**src/hdl/ccrb_pkg.sv**
```systemverilog
package ccrb_pkg;

  // ---------------------------------------------------------------
  // Register map
  // ---------------------------------------------------------------
  localparam logic [10:0] CCRB_BASE_ADDR = 11'h200;
  localparam logic [2:0] CCRB_OFS_OPTION = 3'h0;
  localparam logic [2:0] CCRB_OFS_STATUS = 3'h2;
  localparam logic [2:0] CCRB_OFS_PINREP = 3'h4;
  localparam logic [2:0] CCRB_OFS_SOCKET = 3'h6;
  localparam logic [10:0] CCRB_REG_SPAN_MASK = 11'h7F8;

  // ---------------------------------------------------------------
  // Field positions
  // ---------------------------------------------------------------
  localparam int CCRB_OPT_SOFT_RESET_BIT_BIT = 7;
  localparam int CCRB_OPT_LEVIRQ_BIT = 6;
  localparam int CCRB_STS_CHANGED_BIT = 7;
  localparam int CCRB_STS_CHANGE_SIGNAL_ENABLE_BIT = 6;
  localparam int CCRB_STS_IO8_BIT = 5;
  localparam int CCRB_STS_PL1_BIT = 4;
  localparam int CCRB_STS_AUDIO_BIT = 3;
  localparam int CCRB_STS_PWRDN_BIT = 2;
  localparam int CCRB_STS_INT_BIT = 1;
  localparam int CCRB_PIN_CRDY_BIT = 5;
  localparam int CCRB_PIN_CWP_BIT = 4;
  localparam int CCRB_PIN_RRDY_BIT = 1;
  localparam int CCRB_PIN_WP_BIT = 0;
  localparam int CCRB_SOC_DRV_BIT = 4;

  // ---------------------------------------------------------------
  // Reset values and fixed read bits
  // ---------------------------------------------------------------
  localparam logic [5:0] CCRB_INDEX_RST = 6'h00;
  localparam logic [5:0] CCRB_INDEX_MEM = 6'h00;
  localparam logic [5:0] CCRB_INDEX_IO_ANY = 6'h01;
  localparam logic [5:0] CCRB_INDEX_IO_PRI = 6'h02;
  localparam logic [5:0] CCRB_INDEX_IO_SEC = 6'h03;
  localparam logic [7:0] CCRB_PIN_FIXED_ONES = 8'h0C;
  localparam logic [7:0] CCRB_BYTE_ZERO = 8'h00;

  // Decoded configuration modes
  typedef enum logic [3:0] {
    CCRB_MODE_MEM = 4'b0001,
    CCRB_MODE_IO_ANY = 4'b0010,
    CCRB_MODE_IO_PRI = 4'b0100,
    CCRB_MODE_IO_SEC = 4'b1000
  } ccrb_mode_e;

  // Attribute bus request carried as one bundle
  typedef struct packed {
    logic ce1_b;
    logic reg_b;
    logic oe_b;
    logic we_b;
    logic [10:0] addr;
    logic [7:0] wdata;
  } ccrb_attr_s;

endpackage

```
**src/hdl/ccrb_edge_det.sv**
```systemverilog
`timescale 1ns/1ps
`default_nettype none

// Detects any change of a synchronous level; history reset to zero
module ccrb_edge_det #(
  parameter int WIDTH = 2
) (
  input wire logic mclk,
  input wire logic rst_b,
  input wire logic [WIDTH-1:0] level,
  output logic [WIDTH-1:0] changed
);

  logic [WIDTH-1:0] hist_reg;

  // ---------------------------------------------------------------
  // Per-bit change detection
  // ---------------------------------------------------------------
  genvar gi;
  generate
    for (gi = 0; gi < WIDTH; gi++) begin : g_bit
      // Previous value held to compare against live level
      always_ff @(posedge mclk or negedge rst_b) begin
        if (!rst_b) begin
          hist_reg[gi] <= 1'b0;
        end else begin
          hist_reg[gi] <= level[gi];
        end
      end
      assign changed[gi] = hist_reg[gi] ^ level[gi];
    end
  endgenerate

endmodule

`default_nettype wire

```
**src/hdl/ccrb_card_config_register_bank.sv**
```systemverilog
`timescale 1ns/1ps
`default_nettype none

// Notes on behaviour
// - Writing soft reset one resets the card; the bit stays until written zero.
// - After soft reset returns to zero the card stays unconfigured.
// - Power-up and hardware reset clear the soft reset bit.
// - Bit six selects level interrupts when one, pulse when zero; resets zero.
// - Six-bit index resets zero; 0 memory, 1 any I/O, 2 primary, 3 secondary.
// - Summary flag reflects change flags; drives status pin low when enabled in I/O.
// - Change signal disabled keeps status pin high while configured for I/O.
// - The eight-bit I/O request is ignored; both widths always supported.
// - Power-level-1 disable reads zero and ignores writes.
// - Changing power-down request makes ready busy until state reached.
// - Card powers down when idle and wakes on a command.
// - Interrupt status follows internal request, masked by interrupt disable bit.
// - Change flags set whenever live ready or write-protect state changes.
// - Live ready bit reads the internal ready state.
// - Live write-protect bit always reads zero.
// - Change flags take written value only where mask bit is one.
// - Drive number reads back as written and drives twin card matching.
// - Socket number in the low four bits is ignored.
// - Registers are byte-wide and only at even attribute addresses.
// - Register base sits at 200h with offsets 0, 2, 4 and 6.
module ccrb_card_config_register_bank (
  input wire logic mclk,
  input wire logic rst_b,
  input wire logic hw_reset,
  input wire ccrb_pkg::ccrb_attr_s attr_in,
  input wire logic irq_request,
  input wire logic irq_disable_bit,
  input wire logic core_ready,
  input wire logic core_idle,
  input wire logic command_received,
  input wire logic power_state_low,
  output logic [7:0] attr_rdata,
  output logic attr_rdata_oe,
  output logic status_change_pin,
  output logic ready_out,
  output logic card_reset,
  output logic level_irq_select,
  output ccrb_pkg::ccrb_mode_e config_mode,
  output logic io_configured,
  output logic power_down_target,
  output logic drive_select_bit
);
  import ccrb_pkg::*;

  // ---------------------------------------------------------------
  // Stored state
  // ---------------------------------------------------------------
  logic soft_reset_bit_reg;
  logic level_irq_reg;
  logic [5:0] config_index_reg;
  logic change_signal_enable_reg;
  logic eight_bit_io_request_reg;
  logic audio_reg;
  logic power_down_request_reg;
  logic ready_change_flag_reg;
  logic wp_change_flag_reg;
  logic drive_num_reg;
  logic we_b_dly_reg;
  logic busy_reg;
  logic auto_sleep_reg;

  logic any_reset;
  logic sel_regs;
  logic wr_done;
  logic [2:0] ofs;
  logic rd_active;
  logic changed_flag;
  logic int_status;
  logic write_protect_state;
  logic [1:0] live_lvl;
  logic [1:0] live_chg;
  logic [7:0] rd_mux;
  logic pwrdn_wr_change;

  assign write_protect_state = 1'b0; // No switch on the card
  assign any_reset = hw_reset | soft_reset_bit_reg; // Soft reset acts like the pin

  // Base decode, even addresses only; odd bytes never select
  assign sel_regs = !attr_in.ce1_b && !attr_in.reg_b && !attr_in.addr[0] &&
                    ((attr_in.addr & CCRB_REG_SPAN_MASK) == CCRB_BASE_ADDR);
  assign ofs = attr_in.addr[2:0];
  assign rd_active = sel_regs && !attr_in.oe_b && attr_in.we_b;

  // ---------------------------------------------------------------
  // Write strobe edge
  // ---------------------------------------------------------------
  // Commit on the rising edge of the strobe so a long pulse writes once
  always_ff @(posedge mclk or negedge rst_b) begin
    if (!rst_b) begin
      we_b_dly_reg <= 1'b1;
    end else begin
      we_b_dly_reg <= attr_in.we_b;
    end
  end
  assign wr_done = sel_regs && !we_b_dly_reg && attr_in.we_b;

  // ---------------------------------------------------------------
  // Configuration option
  // ---------------------------------------------------------------
  // Soft reset bit cleared by power-up, hardware reset or a host write of zero, never by itself
  always_ff @(posedge mclk or negedge rst_b) begin
    if (!rst_b) begin
      soft_reset_bit_reg <= 1'b0;
    end else if (hw_reset) begin
      soft_reset_bit_reg <= 1'b0;
    end else if (wr_done && ofs == CCRB_OFS_OPTION) begin
      soft_reset_bit_reg <= attr_in.wdata[CCRB_OPT_SOFT_RESET_BIT_BIT];
    end
  end

  // Mode fields cleared during any reset; written only when no reset pends
  always_ff @(posedge mclk or negedge rst_b) begin
    if (!rst_b) begin
      level_irq_reg <= 1'b0;
      config_index_reg <= CCRB_INDEX_RST;
    end else if (any_reset) begin
      level_irq_reg <= 1'b0;
      config_index_reg <= CCRB_INDEX_RST;
    end else if (wr_done && ofs == CCRB_OFS_OPTION && !attr_in.wdata[CCRB_OPT_SOFT_RESET_BIT_BIT]) begin
      level_irq_reg <= attr_in.wdata[CCRB_OPT_LEVIRQ_BIT];
      config_index_reg <= attr_in.wdata[5:0];
    end
  end

  // ---------------------------------------------------------------
  // Configuration and status
  // ---------------------------------------------------------------
  // Host-owned enables; the eight-bit request is stored but steers nothing
  always_ff @(posedge mclk or negedge rst_b) begin
    if (!rst_b) begin
      change_signal_enable_reg <= 1'b0;
      eight_bit_io_request_reg <= 1'b0;
      audio_reg <= 1'b0;
      power_down_request_reg <= 1'b0;
    end else if (any_reset) begin
      change_signal_enable_reg <= 1'b0;
      eight_bit_io_request_reg <= 1'b0;
      audio_reg <= 1'b0;
      power_down_request_reg <= 1'b0;
    end else if (wr_done && ofs == CCRB_OFS_STATUS) begin
      change_signal_enable_reg <= attr_in.wdata[CCRB_STS_CHANGE_SIGNAL_ENABLE_BIT];
      eight_bit_io_request_reg <= attr_in.wdata[CCRB_STS_IO8_BIT]; // Ignored
      audio_reg <= attr_in.wdata[CCRB_STS_AUDIO_BIT];
      power_down_request_reg <= attr_in.wdata[CCRB_STS_PWRDN_BIT];
    end
  end

  assign pwrdn_wr_change = wr_done && ofs == CCRB_OFS_STATUS && !any_reset &&
                           (attr_in.wdata[CCRB_STS_PWRDN_BIT] != power_down_request_reg);

  // Busy from a power request change until the core reports that state
  // Compared with the target's next value: the registered output lags a cycle and would drop busy at once
  always_ff @(posedge mclk or negedge rst_b) begin
    if (!rst_b) begin
      busy_reg <= 1'b0;
    end else if (pwrdn_wr_change) begin
      busy_reg <= 1'b1;
    end else if (busy_reg && power_state_low == (power_down_request_reg | auto_sleep_reg)) begin
      busy_reg <= 1'b0;
    end
  end

  // Idle sleep is automatic and a command wakes the core; command wins
  always_ff @(posedge mclk or negedge rst_b) begin
    if (!rst_b) begin
      auto_sleep_reg <= 1'b0;
    end else if (command_received || any_reset) begin
      auto_sleep_reg <= 1'b0;
    end else if (core_idle) begin
      auto_sleep_reg <= 1'b1;
    end
  end

  // ---------------------------------------------------------------
  // Pin replacement change flags
  // ---------------------------------------------------------------
  assign live_lvl = {core_ready, write_protect_state};

  ccrb_edge_det #(
    .WIDTH(2)
  ) u_edge (
    .mclk(mclk),
    .rst_b(rst_b),
    .level(live_lvl),
    .changed(live_chg)
  );

  // Hardware set beats a host clear in the same cycle
  always_ff @(posedge mclk or negedge rst_b) begin
    if (!rst_b) begin
      ready_change_flag_reg <= 1'b0;
      wp_change_flag_reg <= 1'b0;
    end else begin
      if (live_chg[1]) begin
        ready_change_flag_reg <= 1'b1;
      end else if (wr_done && ofs == CCRB_OFS_PINREP && attr_in.wdata[CCRB_PIN_RRDY_BIT]) begin
        ready_change_flag_reg <= attr_in.wdata[CCRB_PIN_CRDY_BIT];
      end
      if (live_chg[0]) begin
        wp_change_flag_reg <= 1'b1;
      end else if (wr_done && ofs == CCRB_OFS_PINREP && attr_in.wdata[CCRB_PIN_WP_BIT]) begin
        wp_change_flag_reg <= attr_in.wdata[CCRB_PIN_CWP_BIT];
      end
    end
  end

  // ---------------------------------------------------------------
  // Socket and copy
  // ---------------------------------------------------------------
  // Only the drive number is kept; socket nibble and top three bits are dropped
  always_ff @(posedge mclk or negedge rst_b) begin
    if (!rst_b) begin
      drive_num_reg <= 1'b0;
    end else if (any_reset) begin
      drive_num_reg <= 1'b0;
    end else if (wr_done && ofs == CCRB_OFS_SOCKET) begin
      drive_num_reg <= attr_in.wdata[CCRB_SOC_DRV_BIT];
    end
  end

  // ---------------------------------------------------------------
  // Read path
  // ---------------------------------------------------------------
  assign changed_flag = ready_change_flag_reg | wp_change_flag_reg;
  assign int_status = irq_request & ~irq_disable_bit;

  // Byte-wide read mux; unmapped offsets answer zero
  always_comb begin
    rd_mux = CCRB_BYTE_ZERO;
    case (ofs)
      CCRB_OFS_OPTION: begin
        rd_mux = {soft_reset_bit_reg, level_irq_reg, config_index_reg};
      end
      CCRB_OFS_STATUS: begin
        rd_mux[CCRB_STS_CHANGED_BIT] = changed_flag;
        rd_mux[CCRB_STS_CHANGE_SIGNAL_ENABLE_BIT] = change_signal_enable_reg;
        rd_mux[CCRB_STS_IO8_BIT] = eight_bit_io_request_reg;
        rd_mux[CCRB_STS_PL1_BIT] = 1'b0; // Not writeable
        rd_mux[CCRB_STS_AUDIO_BIT] = audio_reg;
        rd_mux[CCRB_STS_PWRDN_BIT] = power_down_request_reg;
        rd_mux[CCRB_STS_INT_BIT] = int_status;
      end
      CCRB_OFS_PINREP: begin
        rd_mux = CCRB_PIN_FIXED_ONES;
        rd_mux[CCRB_PIN_CRDY_BIT] = ready_change_flag_reg;
        rd_mux[CCRB_PIN_CWP_BIT] = wp_change_flag_reg;
        rd_mux[CCRB_PIN_RRDY_BIT] = core_ready;
        rd_mux[CCRB_PIN_WP_BIT] = write_protect_state;
      end
      CCRB_OFS_SOCKET: begin
        rd_mux[CCRB_SOC_DRV_BIT] = drive_num_reg;
      end
      default: begin
        rd_mux = CCRB_BYTE_ZERO;
      end
    endcase
  end

  // Registered read data: one cycle behind the strobe, low byte only
  always_ff @(posedge mclk or negedge rst_b) begin
    if (!rst_b) begin
      attr_rdata <= CCRB_BYTE_ZERO;
      attr_rdata_oe <= 1'b0;
    end else begin
      attr_rdata <= rd_active ? rd_mux : CCRB_BYTE_ZERO;
      attr_rdata_oe <= rd_active;
    end
  end

  // ---------------------------------------------------------------
  // Decoded outputs
  // ---------------------------------------------------------------
  // Index decode; reserved upper bits fall back to memory mode
  always_ff @(posedge mclk or negedge rst_b) begin
    if (!rst_b) begin
      config_mode <= CCRB_MODE_MEM;
      io_configured <= 1'b0;
    end else begin
      case (config_index_reg)
        CCRB_INDEX_IO_ANY: begin
          config_mode <= CCRB_MODE_IO_ANY;
          io_configured <= 1'b1;
        end
        CCRB_INDEX_IO_PRI: begin
          config_mode <= CCRB_MODE_IO_PRI;
          io_configured <= 1'b1;
        end
        CCRB_INDEX_IO_SEC: begin
          config_mode <= CCRB_MODE_IO_SEC;
          io_configured <= 1'b1;
        end
        default: begin
          config_mode <= CCRB_MODE_MEM;
          io_configured <= 1'b0;
        end
      endcase
    end
  end

  // Pin outputs registered; status pin idles high outside I/O mode
  always_ff @(posedge mclk or negedge rst_b) begin
    if (!rst_b) begin
      status_change_pin <= 1'b1;
      ready_out <= 1'b0;
      card_reset <= 1'b1;
      level_irq_select <= 1'b0;
      power_down_target <= 1'b0;
      drive_select_bit <= 1'b0;
    end else begin
      status_change_pin <= !(changed_flag && change_signal_enable_reg && io_configured);
      ready_out <= core_ready && !busy_reg && !pwrdn_wr_change && !any_reset;
      card_reset <= any_reset;
      level_irq_select <= level_irq_reg;
      power_down_target <= power_down_request_reg | auto_sleep_reg;
      drive_select_bit <= drive_num_reg;
    end
  end
endmodule

`default_nettype wire

```
**config.mk**
```make
export PLATFORM = sky130hd
export DESIGN_NAME = ccrb_card_config_register_bank
export DESIGN_NICKNAME = d
export VERILOG_FILES = /design/src/hdl/ccrb_pkg.sv /design/src/hdl/ccrb_edge_det.sv /design/src/hdl/ccrb_card_config_register_bank.sv
export SDC_FILE = /design/constraint.sdc
export NUM_CORES = 1
export LEC_CHECK = 0
export BUFFER_PORTS_ARGS = -buffer_cell sky130_fd_sc_hd__buf_4
export CAP_MARGIN = 20
export CORE_ASPECT_RATIO = 1.75
export CORE_MARGIN = 2
export CORE_UTILIZATION = 40
export DETAILED_ROUTE_END_ITERATION = 10
export GPL_ROUTABILITY_DRIVEN = 0
export GPL_TIMING_DRIVEN = 1
export SYNTH_ARGS = -nofsm -noshare
export SYNTH_HDL_FRONTEND = slang
export SYNTH_SLANG_ARGS = --single-unit
```
**constraint.sdc**
```tcl
create_clock -name mclk -period 1.8 [get_ports mclk]
set_clock_uncertainty 0.05 [all_clocks]
set_input_delay 0.09 -clock mclk [delete_from_list [all_inputs] [get_ports mclk]]
set_output_delay 0.09 -clock mclk [all_outputs]
set_load 0.05 [all_outputs]
```
## Yosys cells after proc, flatten, opt, wreduce, memory -nomap -nowiden

Cells that the tools add are included.

- Input bits: 32
- Logic and storage cells: 110
- Flip-flop bits (word level): 39

- Equality and inequality tests: 9
- Reduce and logical (&&, ||, !) cells: 42
- Multiplexer cells: 29
- Bitwise gates (word level): 6

Operator list:

| kind | count |
|---|---|
| 1-bit logical AND | 22 |
| 1-bit two-way mux | 22 |
| 3-bit case mux with 3 select lines | 2 |
| 2-bit nonzero test | 7 |
| 6-bit by 2-bit == test with 1-bit output (second input constant) | 2 |
| 6-bit two-way mux | 2 |
| 4-bit case mux with 3 select lines | 1 |
| 1-bit zero test | 10 |
| 8-bit by 7-bit == test with 1-bit output (second input constant) | 1 |
| 8-bit two-way mux | 1 |
| 3-bit == test (second input constant) | 2 |
| 6-bit by 1-bit == test with 1-bit output (second input constant) | 1 |
| 3-bit by 2-bit == test with 1-bit output (second input constant) | 1 |
| 3-bit zero test | 1 |
| 1-bit OR | 3 |
| 1-bit case mux with 3 select lines | 1 |
| 3-bit OR reduction | 1 |
| 1-bit AND | 1 |
| 1-bit == test | 1 |
| 1-bit logical OR | 1 |
| 1-bit != test | 1 |
| 1-bit NOT | 1 |
| 1-bit bitwise XOR | 1 |

## Depth between registers and ports, before layout

Gate-level depths: netlist (run 1).

- Depth in word-level cells: 12
- Depth in mapped cells: 5
- Depth with buffers taken out: 4

## Hierarchy

A second synthesis (run 1) with hierarchy kept.

- Cells, all modules: 163
- Area total of the unflattened synthesis: 1776.7 µm²

Modules (own cells, without submodules):

| module | area an instance (µm²) | cells each | seq. area each (µm²) | instances |
|---|---|---|---|---|
| ccrb_card_config_register_bank | 1709.1 | 159 | 955.9 | 1 |
| ccrb_edge_det | 67.6 | 4 | 50.0 | 1 |

## Worst setup path before layout (run 1)

No wires, ideal clock.

- Path type: flip-flop to flip-flop
- Start: reg we_b_dly_reg
- End: reg audio_reg
- Cell stages (with the launch flop): 4
- Setup slack: 0.169 ns
- Required time: 1.608 ns
- Clock period less this slack: 1.631 ns
- Library setup time: 0.142 ns
- Path buffers: 0
- Arrival: 1.438 ns
- Path through: dfstp_2 > or4b_2 > nor4_4 > o21ai_0

- Word-level cells in the longest chain between the ends: 5

Ends and longest elaborated chain:

| element | RTL line | source |
|---|---|---|
| from (decl) | ccrb_card_config_register_bank.sv:62 | `logic we_b_dly_reg;` |
| from (signal assigned) | ccrb_card_config_register_bank.sv:96 | `we_b_dly_reg <= attr_in.we_b;` |
| 1-bit zero test | ccrb_card_config_register_bank.sv:99 | `assign wr_done = sel_regs && !we_b_dly_reg && attr_in.we_b;` |
| 1-bit logical AND (2 in a row) | ccrb_card_config_register_bank.sv:99 |  |
| 1-bit logical AND | ccrb_card_config_register_bank.sv:144 | `end else if (wr_done && ofs == CCRB_OFS_STATUS) begin` |
| 2-bit nonzero test (no source line) | -- |  |
| to (signal assigned) | ccrb_card_config_register_bank.sv:147 | `audio_reg <= attr_in.wdata[CCRB_STS_AUDIO_BIT];` |
| to (decl) | ccrb_card_config_register_bank.sv:57 | `logic audio_reg;` |

Every way passes these cells.
A chain may end at the register's enable or synchronous reset.

## Worst setup path after layout (run 1)

Ends and elaborated chain as after synthesis.

==> out/metrics.cfg, run 1 <==
[final_layout]
most-common-layout-cells=buf_4 (57), dfrtp_1 (35), nand2_1 (26), mux2i_1 (12), nor2_1 (11)
diodes=0
multi_input_area_um2=683
n_fill_cell=359
nets=256
mostFrequentLayoutCell=buf_4
largest_reg_flops=8
syn2layout_area_growth_pct=37.1
ff_latch_area_um2=981
drive_gt1_share_pct=35.6

[power_and_ir_drop]
power_switching_mw=0.384
power-per-cell-area_nw_per_um2=686
swShare_pct=23.8
clkPwrFrac_pct=34.3
internal-power_mw=1.23
combPwrFrac_pct=10.7
ir_drop_uv=594
leakage_nw=1.14
seq_power_share_pct=55.0

[detailed_routing]
post_drt_wl_per_cell_um=14.0
met3_length_um=166
topRoutingLayerUsed=met4
routed_wl_mm=3.84
wl_met2_mm=2.19
antenna_left=0
routed_via_density=5.20
vias=1425
drc=0
drtIter0Drc=15
firstDrtPassIters=4
wl_met1_mm=1.37

[timing]
setup_ws_ps=104
slew_headroom_pct=63.4
slew_violations=0
setup_viol=0
period_minus_slack_ps=1700
hold_viol=0
whs_ps=3.74
tightest_slew_ps=544
fin_crit_sh_pct=94.2
grt_setup_unrepaired=no
fmax_mhz=590

[logic_synthesis]
avgSynthCellArea_um2=10.9
synth_flop_cell=dfrtp_1
synth_seq_cells=39
async_flop_share_pct=100
synth_edf_count=0
ys_warn_count=0
synth_nets=190
yosysUniqueCellTypes=38
ys_seq_area_share_pct=57.1
netlist_instances=158
synth_area_um2=1720

[grt]
grt_overflow=0
grtUsageTotal_pct=18.5
grt_pass1_wl_mm=6.66
grt_max_degree=40
grt_pass1_vias=1432
antenna_found_initial=0

[critical_path]
path_cells=or4b_2 > nor4_4 > buf_4 > nand3_1 > o21ai_0
end_kind=flop
cp.required_ps=1950
crit_path_max_fanout=10
cpPeakStageDelay_ps=670
critPathLaunchType=flop
critPathKind=reg2reg
slowest_stage=or4b_2
arrival_ps=1850

[clocking]
htree_levels=2
cts_setup_buffers=0
path_clk_slew_ps=70
clockBufferDepth=2
clockRootBuffer=clkbuf_8
numCtsBuffers=5
clock_sinks=39
clk_latency_ps=290
cts_tree=yes

[floorplan]
die_y_um=90.7
placementRows=31
coreArea_um2=4150
ios=52
die_x_um=53.5
die-area_um2=4860
start_util_pct=41.4

[run]
drv_cap=0

[placement]
io_buffers=51
hpwlAfterDp_mm=3.01
preCtsSetupSlack_ps=-19.8

[hold_path]
hp-class=in2reg

[status]
status=completed

-- what timing repair did --
| action | in CTS | in global routing |
|---|---|---|
| hold buffers | 8 | 0 |
| endpoints found under the hold margin | 43 | 0 |
| gates resized for setup | 0 | 0 |
-- per-layer routing --
metal | global-route usage (%) | vias to the layer above
li1 | - | 692
met5 | 0 | -
met3 | 4.47 | 11
met2 | 32.4 | 37
met4 | 7.69 | 0
met1 | 20.1 | 685
-- kinds of logic (layout without fill, tap and decap cells) --
group | Yosys count | after routing | synth area share, %
buffers and inverters | 12 | 79 | 3.13
AO/OA/AOI/OAI | 15 | 15 | 5.17
multiplexers | 13 | 13 | 7.65
XOR/XNOR | 2 | 2 | 1.02
flip-flops | 39 | 39 | 57.1
AND/OR/NAND/NOR | 77 | 77 | 25.9
-- per-stage QoR --
| step | setup TNS, ps | std cells | util, % | cell area, um2 | power [mW] |
|---|---|---|---|---|---|
| 6_report | 0 | 274 | 56.8 | 2360 | 1.62 |
| 5_1_grt | 0 | 274 | 56.8 | 2360 | 1.68 |
| 4_1_cts | 0 | 274 | 56.8 | 2360 | 1.63 |
| 3_5_place_dp | -31.2 | 258 | 52.8 | 2190 | 1.07 |
| 3_3_place_gp | 0 | 258 | 52.8 | 2190 | 1.06 |
| 2_1_floorplan | 0 | 158 | - | 1720 | 0.966 |
-- cell type report --
cell class / count / area share, %
Tap cell: 49 / 2.60
Clock inverter: 3 / 0.637
Inverter: 5 / 0.797
Timing Repair Buffer: 66 / 22.4
Sequential cell: 39 / 41.6
Clock buffer: 5 / 2.92
Multi-Input combinational cell: 107 / 29.0
-- power by group through the flow --
| stage | Combinational [mW] | Clock, mW | Sequential [mW] |
|---|---|---|---|
| 2_1_floorplan | 0.0499 | 0 | 0.916 |
| 3_3_place_gp | 0.159 | 0 | 0.905 |
| 3_5_place_dp | 0.162 | 0 | 0.905 |
| 4_1_cts | 0.176 | 0.566 | 0.889 |
| 5_1_grt | 0.190 | 0.602 | 0.889 |
| 6_report | 0.173 | 0.553 | 0.889 |
-- path summary, 6_finish.rpt --
path	startpoint	endpoint	slack, ps	cells after the start
min	attr_in[3]	audio_reg	4	3
max in group asynchronous	rst_b	config_mode[0]	1090	2
max reg2reg	we_b_dly_reg	audio_reg	100	5
min in group asynchronous	rst_b	attr_rdata[7]	260	2
max	we_b_dly_reg	audio_reg	100	5
min reg2reg	level_irq_reg	level_irq_select	360	0
-- synthesized netlist by cell type, types with 3 or more instances --
library cell | n | share of area [%]
dfrtp_1 | 35 | 51
nand2_1 | 26 | 5.7
mux2i_1 | 12 | 7.0
nor2_1 | 11 | 2.4
nand3_1 | 9 | 2.6
nor4_1 | 6 | 2.2
inv_1 | 5 | 1.1
nor3_1 | 5 | 1.5
o21ai_0 | 5 | 1.5
dfstp_2 | 4 | 6.1
a21oi_1 | 3 | 0.87
a31oi_1 | 3 | 1.1
clkbuf_1 | 3 | 0.66
-- critical path, delay by kind of cell, from the launching register on --
kind	cells	cell delay (ps)
buffers and inverters	1	200
AND/OR/NAND/NOR	3	900
AO/OA/AOI/OAI	1	80
flip-flops	1	390
Note: power is estimated with default switching activity, not from simulation.
==> inputs of run 2 (changes only) <==
--- a/config.mk
+++ b/config.mk
@@ -9,10 +9,11 @@
 export CAP_MARGIN = 20
 export CORE_ASPECT_RATIO = 1.75
 export CORE_MARGIN = 2
-export CORE_UTILIZATION = 40
+export CORE_UTILIZATION = 54
 export DETAILED_ROUTE_END_ITERATION = 10
 export GPL_ROUTABILITY_DRIVEN = 0
 export GPL_TIMING_DRIVEN = 1
+export PLACE_DENSITY = 0.83
 export SYNTH_ARGS = -nofsm -noshare
 export SYNTH_HDL_FRONTEND = slang
 export SYNTH_SLANG_ARGS = --single-unit
==> constraint.sdc (replaced) <==
create_clock -name mclk -period 2.1 [get_ports mclk]
set_clock_uncertainty 0.05 [all_clocks]
set_input_delay 0.105 -clock mclk [delete_from_list [all_inputs] [get_ports mclk]]
set_output_delay 0.105 -clock mclk [all_outputs]
set_load 0.005 [all_outputs]
==> run 2 against run 1 <==
Net effect:
- global-route usage is 5.1 points higher
- clock-buffer cell count is 2 higher
- via count is 0.56% lower
- flip-flop and latch count stayed put
- non-clock buffer count is 7 lower
- utilization is 16 points higher
- worst hold slack better by 7.6 ps
- critical endpoint is now change_signal_enable_reg
- largest cell class unchanged
- highest routed layer unchanged
==> out/metrics.cfg, run 2 (synthesis gave the netlist of run 1 again) <==
[clocking]
htree_levels=2
numCtsBuffers=5
clockRootBuffer=clkbuf_8
cts_tree=yes
path_clk_slew_ps=70
clock_sinks=39
clockBufferDepth=2
clk_latency_ps=290

[final_layout]
most-common-layout-cells=buf_4 (53), dfrtp_1 (35), nand2_1 (26), mux2i_1 (12), nor2_1 (11)
nets=249
n_fill_cell=241
drive_gt1_share_pct=33.6
ff_latch_area_um2=981
diodes=0
mostFrequentLayoutCell=buf_4
largest_reg_flops=8
syn2layout_area_growth_pct=32.3
multi_input_area_um2=684

[detailed_routing]
vias=1417
drtIter0Drc=27
post_drt_wl_per_cell_um=14.7
routed_via_density=5.45
antenna_left=0
routed_wl_mm=3.82
drc=0
firstDrtPassIters=4

[grt]
grt_pass1_vias=1455
grt_pass1_wl_mm=6.23
grtUsageTotal_pct=23.6
grt_overflow=0
antenna_found_initial=0
grt_max_degree=40

[timing]
setup_tns_ps=0
fmax_mhz=493
setup_viol=0
slew_headroom_pct=59.4
slew_violations=0
hold_viol=0
grt_setup_unrepaired=no
fin_crit_sh_pct=96.6
tightest_slew_ps=603
period_minus_slack_ps=2030

[floorplan]
placementRows=27
start_util_pct=55.3
die_x_um=46.6
coreArea_um2=3110
die_y_um=78.6
ios=52
die-area_um2=3670

[status]
status=completed

[critical_path]
path_cells=dlygate4sd3_1 > buf_4 > or4b_2 > nor4_4 > buf_4 > nand3_1 > o21ai_0
arrival_ps=2190
crit_path_max_fanout=10
critPathLaunchType=input port
cp.required_ps=2260
critPathMostFrequentCell=buf_4
cpPeakStageDelay_ps=720
slowest_stage=or4b_2
end_kind=flop
critPathKind=in2reg

[run]
drv_cap=0

[power_and_ir_drop]
power_mw=1.35
ir_drop_uv=606
leakage_nw=1.10
power-per-cell-area_nw_per_um2=593

[placement]
io_buffers=51
hpwlAfterDp_mm=2.89

[hold_path]
hp-class=in2reg

-- run 2: cell types whose count changed in the layout (fill, tap and decap cells not counted), sizes merged --
| cell | before | now |
|---|---|---|
| dlygate4sd3 | 8 | 6 |
| buf | 58 | 53 |
| clkinv | 3 | 0 |
| clkbuf | 5 | 7 |
-- run 2: final timing paths --
kind	from	end	slack (ps)	depth (start not counted)
worst max-delay path	attr_in[8]	change_signal_enable_reg	70	7
worst min-delay path	attr_in[4]	wp_change_flag_reg	10	2
worst max register to register	we_b_dly_reg	change_signal_enable_reg	260	5
worst min register to register	drive_num_reg	drive_select_bit	360	0
max in group asynchronous	rst_b	config_mode[0]	1380	2
min in group asynchronous	rst_b	attr_rdata_oe	270	2
-- run 2: what timing repair did --
action	4_1_cts	5_1_grt
resized for setup	0	1
endpoints found under the hold margin	41	0
hold buffers	6	0
endpoints found under the setup margin	0	13
buffers inserted	0	1
-- run 2: power breakdown --
group          internal (mW)  total, mW  switching (mW)
clock network          0.228      0.453           0.225
registers              0.759      0.762         0.00337
logic                 0.0651      0.132          0.0674
-- run 2: worst max-delay path, delay by kind of cell --
kind            cells  cell delay (ps)
simple gates        3             1080
compound gates      1               90
buf+inv             3              910
-- run 2: per-stage QoR --
stage / instance area, um2 / utilization, % / instances / hold slack, ps / setup WS, ps
5_1_grt: 2270 / 73.1 / 260 / 20.8 / 3.86
3_3_place_gp: 2130 / 68.4 / 246 / 35.0 / 235
4_1_cts: 2260 / 72.8 / 259 / 3.05 / 35.8
6_report: 2270 / 73.1 / 260 / 11.4 / 72.0
3_5_place_dp: 2130 / 68.4 / 246 / 43.6 / 186
2_1_floorplan: 1720 / - / 158 / -241 / 469
-- run 2: layer usage --
metal	vias up	wire [um]	global-route usage (%)
met2	52	2120	40.3
met1	682	1360	24.9
met5	-	0	0
met4	0	150	12.5
li1	669	-	-
met3	14	196	6.44
-- run 2: area by class of cell --
| class | instances | share of cell area, % |
|---|---|---|
| clock buffers | 7 | 3.36 |
| inverters | 5 | 0.826 |
| well taps | 43 | 2.37 |
| repair buffers | 59 | 20.2 |
| multi-input cells | 107 | 30.1 |
| flip-flops and latches | 39 | 43.2 |
==> inputs of run 3 (changes only) <==
--- a/config.mk
+++ b/config.mk
@@ -5,15 +5,14 @@
 export SDC_FILE = /design/constraint.sdc
 export NUM_CORES = 1
 export LEC_CHECK = 0
-export BUFFER_PORTS_ARGS = -buffer_cell sky130_fd_sc_hd__buf_4
+export BUFFER_PORTS_ARGS = -buffer_cell sky130_fd_sc_hd__buf_2
 export CAP_MARGIN = 20
 export CORE_ASPECT_RATIO = 1.75
-export CORE_MARGIN = 2
-export CORE_UTILIZATION = 54
+export CORE_MARGIN = 10
+export CORE_UTILIZATION = 40
 export DETAILED_ROUTE_END_ITERATION = 10
 export GPL_ROUTABILITY_DRIVEN = 0
 export GPL_TIMING_DRIVEN = 1
-export PLACE_DENSITY = 0.83
 export SYNTH_ARGS = -nofsm -noshare
 export SYNTH_HDL_FRONTEND = slang
 export SYNTH_SLANG_ARGS = --single-unit
==> run 3 against run 2 <==
Net effect:
- via count shrank 0.92%
- critical endpoint is now ready_change_flag_reg
- final cell count grew 2.7%
- sequential share of layout area grew 2.4 points
- global-route usage shrank 12 points
- first-iteration DRC count grew 30%
- utilization shrank 21 points
- combinational power shrank 14%
- worst hold slack lost 2.9 ps
- clock-buffer cell count grew 1
==> out/metrics.cfg, run 3 (synthesis gave the netlist of run 1 again) <==
[clocking]
clockRootBuffer=clkbuf_8
clockBufferDepth=2
clk_latency_ps=290
htree_levels=2
cts_tree=yes
numCtsBuffers=5
path_clk_slew_ps=70
clock_sinks=39

[detailed_routing]
antenna_left=0
routed_via_density=5.26
routed_wl_mm=4.14
drtIter0Drc=35
firstDrtPassIters=4
vias=1404
drc=0
post_drt_wl_per_cell_um=15.5

[final_layout]
n_fill_cell=384
drive_gt1_share_pct=33.9
ff_latch_area_um2=981
mostFrequentLayoutCell=buf_2
largest_reg_flops=8
nets=249
diodes=0
multi_input_area_um2=684
final_cells=267
most-common-layout-cells=buf_2 (51), dfrtp_1 (35), nand2_1 (26), mux2i_1 (12), nor2_1 (11)
syn2layout_area_growth_pct=25.3

[critical_path]
cpPeakStageDelay_ps=520
critPathKind=in2reg
path_cells=dlygate4sd3_1 > buf_2 > or4bb_4 > nor4_4 > a31oi_1 > or3_1
crit_path_max_fanout=4
path_buf_inv=2
critPathLaunchType=input port
cp.required_ps=2220
arrival_ps=2110
worstReg2RegStart=we_b_dly_reg
crit_family=simple AND/OR/NAND/NOR gates
rr_worst_depth=3
end_kind=flop
r2r-end=power_down_request_reg
slowest_stage=dlygate4sd3_1
r2r_slack_ps=250

[hold_path]
whs_path_depth=3
holdPathEnd=change_signal_enable_reg
hp-class=in2reg
worstHoldStart=attr_in[6]

[placement]
preCtsSetupSlack_ps=152
io_buffers=51
dp.cells=254
hpwlAfterDp_mm=3.33

[floorplan]
die_x_um=69.5
ios=52
die-area_um2=7420
die_y_um=107
start_util_pct=41.4
coreArea_um2=4150
placementRows=31

[grt]
grt_pass1_wl_mm=6.88
grt_max_degree=40
grtUsageTotal_pct=11.2
grt_overflow=0
antenna_found_initial=0
grt_pass1_vias=1540

[timing]
slew_violations=0
setup_ws_ps=111
fmax_mhz=503
grt_setup_unrepaired=no
hold_viol=0
whs_ps=8.48
setup_viol=0
slew_headroom_pct=45.2
period_minus_slack_ps=1990
setup_tns_ps=0
tightest_slew_ps=822
fin_crit_sh_pct=94.7

[run]
drv_cap=0

[status]
status=completed

[power_and_ir_drop]
power_mw=1.35
ir_drop_uv=430
leakage_nw=1.07
power-per-cell-area_nw_per_um2=627

==> run 3: cell count changes in the layout (fill, tap and decap cells not counted), sizes merged <==
cell,change
buf,+1
clkbuf,+1
dlygate4sd3,-1
==> run 3: layer usage <==
layer  track usage [%]  vias to the layer above  share of wire [%]
met4              4.34                        0                2.1
met5                 0                        -                  0
li1                  -                      676                  -
met3              4.06                        8                5.6
met1              10.2                      688                 35
met2              21.8                       32                 57
==> run 3: final cells by class <==
class	instances	area share [%]
sequential	39	45.6
multi-input combinational	107	31.8
timing repair buffer	59	15.2
clock buffer	8	3.72
tap	49	2.85
inverter	5	0.872
==> run 3: worst max-delay path by stage <==
stage / startpoint / end / cells after the start
global route: attr_in[19] / attr_rdata[6] / 6
finish: attr_in[19] / ready_change_flag_reg / 6
floorplan: we_b_dly_reg / audio_reg / 3
global placement: attr_in[21] / level_irq_reg / 5
detailed placement: attr_in[21] / config_index_reg[0] / 5
CTS: attr_in[19] / config_index_reg[2] / 6
==> run 3: timing repair <==
action,CTS,global route
endpoints found under the hold margin,39,0
endpoints found under the setup margin,0,4
buffers inserted,0,0
hold buffers,5,0
resized for setup,0,1
==> run 3: stage by stage <==
step	instance area [um2]	utilization, %
2_1_floorplan	1720	-
3_3_place_gp	2020	48.7
3_5_place_dp	2020	48.7
4_1_cts	2150	51.9
5_1_grt	2150	51.9
6_report	2150	51.9
==> run 3: power by group <==
part           leakage [nW]  total, mW  internal (mW)  switching [mW]
sequential            0.521      0.761          0.758         0.00282
combinational         0.506      0.114         0.0484          0.0655
clock                0.0395      0.474          0.236           0.239
total                  1.07       1.35           1.04           0.307
==> run 3: worst register-to-register path, stage by stage (launching register included) <==
cell     delay, ps
dfstp_2        380
or4b_2         650
nor4_4         430
o21ai_0        190
